==> config.mk <==
export PLATFORM = sky130hd
export DESIGN_NAME = cpie_irq_ctrl
export DESIGN_NICKNAME = d
export VERILOG_FILES = /design/src/cpie_pkg.sv /design/src/cpie_irq_ctrl.sv
export SDC_FILE = /design/constraint.sdc
export NUM_CORES = 1
export LEC_CHECK = 0
export ABC_CLOCK_PERIOD_IN_PS = 2700
export BUFFER_PORTS_ARGS = -buffer_cell sky130_fd_sc_hd__buf_4
export CAP_MARGIN = 20
export CORE_MARGIN = 4
export CORE_UTILIZATION = 51
export CTS_BUF_LIST = sky130_fd_sc_hd__clkbuf_8
export CTS_CLUSTER_DIAMETER = 100
export DETAILED_ROUTE_END_ITERATION = 8
export MAX_ROUTING_LAYER = met4
export PLACE_DENSITY_LB_ADDON = 0.12
export REMOVE_ABC_BUFFERS = 1
export SLEW_MARGIN = 20
export SYNTH_ARGS = -nofsm -noshare
export SYNTH_HDL_FRONTEND = slang
export SYNTH_SLANG_ARGS = --single-unit
==> constraint.sdc <==
create_clock -name clk -period 2.7 [get_ports clk]
set_clock_uncertainty 0.15 [all_clocks]
set_input_delay 0.27 -clock clk [delete_from_list [all_inputs] [get_ports clk]]
set_output_delay 0.27 -clock clk [all_outputs]
set_load 0.1 [all_outputs]
==> src/cpie_pkg.sv <==
// Package: register map, field positions and carriers of the interrupt enable block
package cpie_pkg;
  // ==========================================================================
  // Register word indices (byte address is index times four)
  localparam logic [9:0] CoreCtlIdx0 = 10'h00b;
  localparam logic [9:0] CoreCtlIdx1 = 10'h08b;
  localparam logic [9:0] CoreCtlIdx2 = 10'h10b;
  localparam logic [9:0] CoreCtlIdx3 = 10'h18b;
  localparam logic [9:0] PerEnIdx    = 10'h08c;
  localparam logic [9:0] PerFlagIdx  = 10'h00c;
  localparam logic [9:0] WrapStatIdx = 10'h1f0;
  localparam logic [9:0] WrapMaskIdx = 10'h1f1;
  // ==========================================================================
  // Core control field positions
  localparam int GieBit  = 7;
  localparam int PeieBit = 6;
  localparam int T0ieBit = 5;
  localparam int EdgeEnBit = 4;
  localparam int PcieBit = 3;
  localparam int T0ifBit = 2;
  localparam int EdgeFlBit = 1;
  localparam int PcifBit = 0;
  // ==========================================================================
  // Reset values
  localparam logic [7:0] CoreCtlRst = 8'h00;
  localparam logic [7:0] PerEnRst   = 8'h00;
  localparam logic [7:0] PerFlagRst = 8'h00;
  localparam logic [1:0] WrapRst    = 2'h0;
  // ==========================================================================
  // Wrapper status bit positions
  localparam int StatReqBit  = 0;
  localparam int StatPerBit  = 1;

  typedef struct packed {
    logic       cyc;
    logic       stb;
    logic       we;
    logic [3:0] sel;
    logic [11:0] adr;
    logic [31:0] dat;
  } cpie_wb_req_t;

  typedef struct packed {
    logic        ack;
    logic [31:0] dat;
  } cpie_wb_rsp_t;

  typedef struct packed {
    logic       timerZero;
    logic       edgePin;
    logic       portChange;
    logic [7:0] periph;
  } cpie_events_t;
endpackage

==> src/cpie_irq_ctrl.sv <==
// Interrupt enable, flag and request logic with a classic Wishbone register slave
//
// Functional notes
// - Core control register holds timer-zero, port-change and edge pin enables and flags.
// - Core control register answers at four mirrored addresses, one physical register.
// - Flags set on every event regardless of own enable or global enable.
// - Bit 7 is global enable; clear means no request to the core.
// - Bit 6 gates every peripheral source onto the request.
// - Separate 8-bit peripheral enable register at its own address.
// - Enables for parallel slave, converter, serial, sync serial, capture, timers.
// - Peripheral flag register pairs each flag with the same enable bit position.
// - Peripheral flags stay set until software writes zero to them.
//
// The implementer's own choice: the Wishbone interface to the registers.
`default_nettype none
module cpie_irq_ctrl (
  // Clock and reset
  input  wire logic                  clk,
  input  wire logic                  rst_n,
  // Wishbone slave
  input  wire cpie_pkg::cpie_wb_req_t wbReq,
  output var  cpie_pkg::cpie_wb_rsp_t wbRsp,
  // Event pulses, one clk each, same clock domain
  input  wire cpie_pkg::cpie_events_t events,
  // Request toward the core and wrapper interrupt
  output var  logic                  coreIrq,
  output var  logic                  irq
);
  // ==========================================================================
  // Register state
  logic [7:0] coreCtl_q;
  logic [7:0] perEn_q;
  logic [7:0] perFlag_q;
  logic [1:0] wrapStat_q;
  logic [1:0] wrapMask_q;
  logic       ack_q;
  logic [31:0] rdat_q;
  logic       coreIrq_q;
  logic       irq_q;

  function automatic logic hitWord(input logic [11:0] adr, input logic [9:0] idx);
    hitWord = (adr[11:2] == idx);
  endfunction

  // ==========================================================================
  // Bus decode
  logic access;
  logic wrLow;
  logic hitCore;
  logic hitPerEn;
  logic hitPerFl;
  logic hitStat;
  logic hitMask;

  assign access   = wbReq.cyc && wbReq.stb && !ack_q;
  assign wrLow    = access && wbReq.we && wbReq.sel[0];
  assign hitCore  = hitWord(wbReq.adr, cpie_pkg::CoreCtlIdx0) ||
                    hitWord(wbReq.adr, cpie_pkg::CoreCtlIdx1) ||
                    hitWord(wbReq.adr, cpie_pkg::CoreCtlIdx2) ||
                    hitWord(wbReq.adr, cpie_pkg::CoreCtlIdx3);
  assign hitPerEn = hitWord(wbReq.adr, cpie_pkg::PerEnIdx);
  assign hitPerFl = hitWord(wbReq.adr, cpie_pkg::PerFlagIdx);
  assign hitStat  = hitWord(wbReq.adr, cpie_pkg::WrapStatIdx);
  assign hitMask  = hitWord(wbReq.adr, cpie_pkg::WrapMaskIdx);

  // ==========================================================================
  // Core control register
  logic [7:0] coreEv;
  always_comb begin
    coreEv = 8'h00;
    coreEv[cpie_pkg::T0ifBit]   = events.timerZero;
    coreEv[cpie_pkg::EdgeFlBit] = events.edgePin;
    coreEv[cpie_pkg::PcifBit]   = events.portChange;
  end

  // Hardware set beats a same-cycle software clear of a flag
  always_ff @(posedge clk) begin
    if (!rst_n) begin
      coreCtl_q <= cpie_pkg::CoreCtlRst;
    end else if (wrLow && hitCore) begin
      coreCtl_q <= wbReq.dat[7:0] | coreEv;
    end else begin
      coreCtl_q <= coreCtl_q | coreEv;
    end
  end

  // ==========================================================================
  // Peripheral enable and flag registers
  always_ff @(posedge clk) begin
    if (!rst_n) begin
      perEn_q <= cpie_pkg::PerEnRst;
    end else if (wrLow && hitPerEn) begin
      perEn_q <= wbReq.dat[7:0];
    end
  end

  // Writing one leaves a flag alone; only a written zero clears it
  always_ff @(posedge clk) begin
    if (!rst_n) begin
      perFlag_q <= cpie_pkg::PerFlagRst;
    end else if (wrLow && hitPerFl) begin
      perFlag_q <= (perFlag_q & wbReq.dat[7:0]) | events.periph;
    end else begin
      perFlag_q <= perFlag_q | events.periph;
    end
  end

  // ==========================================================================
  // Request logic
  logic coreHit;
  logic perHit;
  logic reqD;
  assign coreHit = (coreCtl_q[cpie_pkg::T0ieBit]   && coreCtl_q[cpie_pkg::T0ifBit])   ||
                   (coreCtl_q[cpie_pkg::EdgeEnBit] && coreCtl_q[cpie_pkg::EdgeFlBit]) ||
                   (coreCtl_q[cpie_pkg::PcieBit]   && coreCtl_q[cpie_pkg::PcifBit]);
  assign perHit  = coreCtl_q[cpie_pkg::PeieBit] && |(perEn_q & perFlag_q);
  assign reqD    = coreCtl_q[cpie_pkg::GieBit] && (coreHit || perHit);

  always_ff @(posedge clk) begin
    if (!rst_n) begin
      coreIrq_q <= 1'b0;
    end else begin
      coreIrq_q <= reqD;
    end
  end

  // ==========================================================================
  // Wrapper status: rising request and peripheral hit, write one to clear
  logic [1:0] wrapEv;
  logic       perHitDly_q;
  assign wrapEv = {perHit && !perHitDly_q, reqD && !coreIrq_q};
  always_ff @(posedge clk) begin
    if (!rst_n) begin
      perHitDly_q <= 1'b0;
    end else begin
      perHitDly_q <= perHit;
    end
  end

  always_ff @(posedge clk) begin
    if (!rst_n) begin
      wrapStat_q <= cpie_pkg::WrapRst;
    end else if (wrLow && hitStat) begin
      wrapStat_q <= (wrapStat_q & ~wbReq.dat[1:0]) | wrapEv;
    end else begin
      wrapStat_q <= wrapStat_q | wrapEv;
    end
  end

  always_ff @(posedge clk) begin
    if (!rst_n) begin
      wrapMask_q <= cpie_pkg::WrapRst;
    end else if (wrLow && hitMask) begin
      wrapMask_q <= wbReq.dat[1:0];
    end
  end

  always_ff @(posedge clk) begin
    if (!rst_n) begin
      irq_q <= 1'b0;
    end else begin
      irq_q <= |(wrapStat_q & wrapMask_q);
    end
  end

  // ==========================================================================
  // Bus answer: ack one cycle after the strobe, unmapped reads give zero
  always_ff @(posedge clk) begin
    if (!rst_n) begin
      ack_q  <= 1'b0;
      rdat_q <= 32'h0000_0000;
    end else begin
      ack_q  <= access;
      rdat_q <= 32'h0000_0000;
      if (access && !wbReq.we) begin
        if (hitCore) begin
          rdat_q <= {24'h00_0000, coreCtl_q};
        end else if (hitPerEn) begin
          rdat_q <= {24'h00_0000, perEn_q};
        end else if (hitPerFl) begin
          rdat_q <= {24'h00_0000, perFlag_q};
        end else if (hitStat) begin
          rdat_q <= {30'h0000_0000, wrapStat_q};
        end else if (hitMask) begin
          rdat_q <= {30'h0000_0000, wrapMask_q};
        end
      end
    end
  end

  assign wbRsp.ack = ack_q;
  assign wbRsp.dat = rdat_q;
  assign coreIrq   = coreIrq_q;
  assign irq       = irq_q;
endmodule // cpie_irq_ctrl
`default_nettype wire

==> Word level (Yosys, flattened, before mapping) <==
Index checks and enable logic that the tools add are counted.
{ "word_totals": {"regBits": 64, "inputBits": 64, "out_inout_bits": 35, "elab_cells": 71} }
{ "op_classes": {"mux": 8, "n_eq_ne": 8, "reduce_logical": 31, "bitwise": 13} }
{ "op_table": {"columns": ["op", "count"], "rows": [
  ["10-bit by 9-bit == test with 1-bit output (second input constant)", 4],
  ["8-bit two-way mux", 5],
  ["10-bit by 4-bit == test with 1-bit output (second input constant)", 2],
  ["10-bit by 8-bit == test with 1-bit output (second input constant)", 2],
  ["1-bit logical AND", 17],
  ["8-bit AND", 2],
  ["8-bit by 3-bit OR with 8-bit output", 2],
  ["8-bit OR", 2],
  ["8-bit OR reduction", 1],
  ["1-bit logical OR", 6],
  ["2-bit two-way mux", 3],
  ["6-bit OR reduction", 1],
  ["2-bit AND", 2],
  ["1-bit zero test", 4],
  ["2-bit OR", 2],
  ["1-bit NOT", 2],
  ["2-bit NOT", 1],
  ["2-bit AND reduction", 1],
  ["2-bit OR reduction", 1]
]} }

==> Depth between registers and ports, before layout <==
{ "depth": {"word_depth": 8, "ltp_mapped": 6, "mapped_depth_nobuf": 5} }

==> Worst setup path before layout <==
Ideal clock, no wire load.
{ "synth_path": {"path_kind": "input -> register", "startpoint": "input port wbReq[37] (netlist bit)", "endpoint": "register wrapMask_q[1]", "slack_ps": 1001, "path_buffers": 0, "t_arrival_ps": 1421, "stages": 5, "setup_ps": 128, "required_time_ps": 2422, "cell_sequence": "or3_4 > nor4b_4 > and3_4 > mux2i_1 > nor2_1"} }
{ "synth_via": {"elab_chain_cells": 2} }
{ "synth_lines": {"columns": ["element", "line", "rtl"], "rows": [
  ["from (decl)", "cpie_irq_ctrl.sv:21", "input wire cpie_pkg::cpie_wb_req_t wbReq,"],
  ["10-bit by 9-bit == test with 1-bit output", "cpie_irq_ctrl.sv:42", "hitWord = (adr[11:2] == idx);"],
  ["1-bit logical AND", "cpie_irq_ctrl.sv:153", "end else if (wrLow && hitMask) begin"],
  ["to (signal assigned)", "cpie_irq_ctrl.sv:152", "wrapMask_q <= cpie_pkg::WrapRst;"],
  ["to (signal assigned)", "cpie_irq_ctrl.sv:154", "wrapMask_q <= wbReq.dat[1:0];"],
  ["to (decl)", "cpie_irq_ctrl.sv:35", "logic [1:0] wrapMask_q;"]
]} }
No other way between the ends.
A chain may end at the register's enable or synchronous reset.

==> Worst setup path after layout <==
{ "layout_path": {"startpoint": "register ack_q", "endpoint": "register perEn_q[2]"} }
{ "layout_via": {"elab_chain_cells": 5} }
{ "layout_lines": {"columns": ["element", "line", "rtl"], "rows": [
  ["from (decl)", "cpie_irq_ctrl.sv:36", "logic ack_q;"],
  ["from (signal assigned)", "cpie_irq_ctrl.sv:173", "ack_q <= access;"],
  ["1-bit zero test", "cpie_irq_ctrl.sv:55", "assign access = wbReq.cyc && wbReq.stb && !ack_q;"],
  ["1-bit logical AND", "cpie_irq_ctrl.sv:55", null],
  ["1-bit logical AND (2 in a row)", "cpie_irq_ctrl.sv:56", "assign wrLow = access && wbReq.we && wbReq.sel[0];"],
  ["1-bit logical AND", "cpie_irq_ctrl.sv:92", "end else if (wrLow && hitPerEn) begin"],
  ["to (signal assigned)", "cpie_irq_ctrl.sv:91", "perEn_q <= cpie_pkg::PerEnRst;"],
  ["to (signal assigned)", "cpie_irq_ctrl.sv:93", "perEn_q <= wbReq.dat[7:0];"],
  ["to (decl)", "cpie_irq_ctrl.sv:32", "logic [7:0] perEn_q;"]
]} }
No other way between the ends.

==> flow_metrics.env <==
export IMPL_status="complete, no violations"
export IMPL_htree_levels=2
export IMPL_final_cell_mix="buf_4, dfxtp_1, nor2_1"
export IMPL_yosys_top_cells_area="dfxtp_1, buf_4, mux2i_1"
export IMPL_synth_edf_count=0
export IMPL_cp_end_kind="flop"
export IMPL_layout_setup_ws_ps=683
export IMPL_cts_buffer_depth=2
export IMPL_cts_resized_gates=0
export IMPL_clkTransAtPathRegs_ps=70
export IMPL_irDropWorstVdd_mv=0.348
export IMPL_drt_wl_total_um=4390
export IMPL_startpoint_type="flop"
export IMPL_hold_viol=0
export IMPL_synth_cells=211
export IMPL_synth_fa_ha_area_frac=0
export IMPL_synth_mux_area_fraction=0.122
export IMPL_io_pins=99
export IMPL_grt_max_degree=22
export IMPL_die_area_um2=4910
export IMPL_p_leak_nw=0.980
export IMPL_grt_pass1_vias=1491
export IMPL_synth_xor_area_frac=0
export IMPL_ys_ff_latch=40
export IMPL_required_ps=2710
export IMPL_syn2layout_area_growth_pct=17.7
export IMPL_post_cts_buffers=0
export IMPL_p_per_area_nw_per_um2=533
export IMPL_drive_gt1_frac=0.275
export IMPL_yosysWarnings=0
export IMPL_hold_path_class="input port to flop"
export IMPL_cts_tree="done"
export IMPL_drc=0
export IMPL_min_delay_path_depth=3
export IMPL_max_freq_ghz=0.496
export IMPL_dpl_hpwl_um=3270
export IMPL_r2r_cells=5
export IMPL_slowest_stage="and4_1"
export IMPL_vias_per_cell=5.30
export IMPL_vias=1606
export IMPL_critical_path_class="flop to flop"
export IMPL_worstMarginPinSlew_ps=660
export IMPL_core_area_um2=3690
export IMPL_reg2reg_to="perEn_q[2]"
export IMPL_die_x_um=70.0
export IMPL_critPathMaxFanout=8
export IMPL_synth_avg_cell_area_um2=9.30
export IMPL_insertion_delay_ps=300
export IMPL_tns_ps=0
export IMPL_yosysTopAreaCell="dfxtp_1"
export IMPL_num_rows=22
export IMPL_dr_pass1_iters=4
export IMPL_rsz0062_at_grt="false"
export IMPL_fin_nets=319
export IMPL_antenna_cells=0
export IMPL_r2r_start="ack_q"
export IMPL_io_buffers=45
export IMPL_crit_path_end="perEn_q[2]"
export IMPL_die_h_um=70.0
export IMPL_cts_root_buf="clkbuf_8"
export IMPL_async_flop_share=0
export IMPL_grt_pass1_wl_um=7380
export IMPL_start_util=0.532
export IMPL_finalMaxSlewViolations=0
export IMPL_slew_headroom=0.559
export IMPL_synth_simple_area_share=0.191
export IMPL_reg2reg_setup_slack_ps=680
export IMPL_cts_made_buffers=5
export IMPL_cp_arrival_ps=2030
export IMPL_cap_violations=0
export IMPL_critPathMaxStageDelay_ps=600
export IMPL_fin_crit_sh=0.747
export IMPL_layout_commonest_cell="buf_4"
export IMPL_antenna_found_initial=0
export IMPL_drt_iter0_markers=91
export IMPL_ant_nets=0
export IMPL_routedWlPerCell_um=14.5
export IMPL_finalCriticalPeriod_ps=2020
export IMPL_whs_ps=77.2
export IMPL_place_ws_ps=651
export IMPL_setup_violations=0
export IMPL_grt_usage=0.195
export IMPL_path_cells="and3b_1 -> and3_1 -> and4_1 -> mux2i_1 -> nor2_1"
export IMPL_synth_compound_area_frac=0.154
export IMPL_globalplace_congestion=0.847
export IMPL_yosys_area_top_type_share=0.408
export IMPL_synth_top_family_by_area="simple AND/OR/NAND/NOR gates"
export IMPL_crit_start="ack_q"
export IMPL_seq_area_frac_synth=0.408
export IMPL_synth_cell_types=39
export IMPL_clock_sinks=40
export IMPL_postCtsHoldBufs=0
export IMPL_synth_ff_type="dfxtp_1"
export IMPL_fillers=346
export IMPL_synth_area_um2=1960
export IMPL_gr_total_overflow=0
-- worst max-delay path: cells and delay by family, from the launching register on --
family	cells	cell delay, ps
AND/OR/NAND/NOR	4	1150
flip-flops	1	310
multiplexers	1	260
-- state kept, by name, indices dropped and copies added, names as in the netlist --
signal / cells
ack_q: 1
coreCtl_q: 8
coreIrq: 1
irq: 1
perEn_q: 8
perFlag_q: 8
perHitDly_q: 1
rdat_q: 8
wrapMask_q: 2
wrapStat_q: 2
-- through the flow --
step | util | cell area, µm² | total power, mW | cells
floorplan | - | 1820 | 0.807 | 201
global placement | 0.605 | 2230 | 0.873 | 296
detailed placement | 0.605 | 2230 | 0.875 | 296
CTS | 0.626 | 2310 | 1.24 | 303
global route | 0.626 | 2310 | 1.27 | 303
finish | 0.626 | 2310 | 1.23 | 303
-- logic make-up (layout without fill, tap and decap cells) --
| logic type | Yosys count | after routing |
|---|---|---|
| DFF | 40 | 40 |
| AOI/OAI and AO/OA | 44 | 44 |
| and+or+nand+nor | 67 | 67 |
| buffers and inverters | 36 | 57 |
| other | 1 | 24 |
| muxes | 23 | 23 |
-- where the power goes --
group | total (mW) | switching (mW) | leakage [nW] | internal [mW]
clock | 0.370 | 0.198 | 0.0452 | 0.172
sequential | 0.613 | 0.0105 | 0.326 | 0.602
combinational | 0.249 | 0.197 | 0.609 | 0.0528
-- per-layer routing --
layer / global-route usage / routed length (µm) / vias up
met5: - / 0 / -
met4: 0.0830 / 79 / 0
met3: 0.0432 / 321 / 8
met2: 0.289 / 2010 / 60
met1: 0.256 / 1980 / 749
li1: - / - / 789
-- layout make-up --
class | count | area, µm² | area share
timing repair buffer | 47 | 353 | 0.153
clock buffer | 5 | 68.8 | 0.0298
multi-input combinational | 158 | 1010 | 0.436
inverter | 3 | 11.3 | 0.00488
clock inverter | 2 | 8.76 | 0.00379
sequential | 40 | 801 | 0.347
tap | 48 | 60.1 | 0.0260
-- worst min path at each step --
stage | start | end | slack (ps)
global placement | coreCtl_q[7] | coreIrq | 320
CTS | wbReq[4] | coreCtl_q[4] | 70
detailed placement | coreCtl_q[7] | coreIrq | 330
finish | wbReq[4] | coreCtl_q[4] | 80
floorplan | rst_n | coreIrq | 250
global route | events[0] | perFlag_q[0] | 90
-- cells in the mapped netlist, types with 2 or more instances --
master / n
dfxtp_1: 40
nor2_1: 37
buf_4: 26
mux2i_1: 15
a21oi_1: 11
a22oi_1: 11
mux2_2: 8
o21ai_0: 8
nand2_1: 6
clkbuf_1: 5
a32oi_1: 4
inv_1: 3
nor3_1: 3
a211oi_1: 2
and4_1: 2
nand2b_1: 2
nand4_1: 2
nand4b_1: 2
nor3_2: 2
o21a_1: 2
o2bb2ai_1: 2
(Power assumes the default switching activity.)
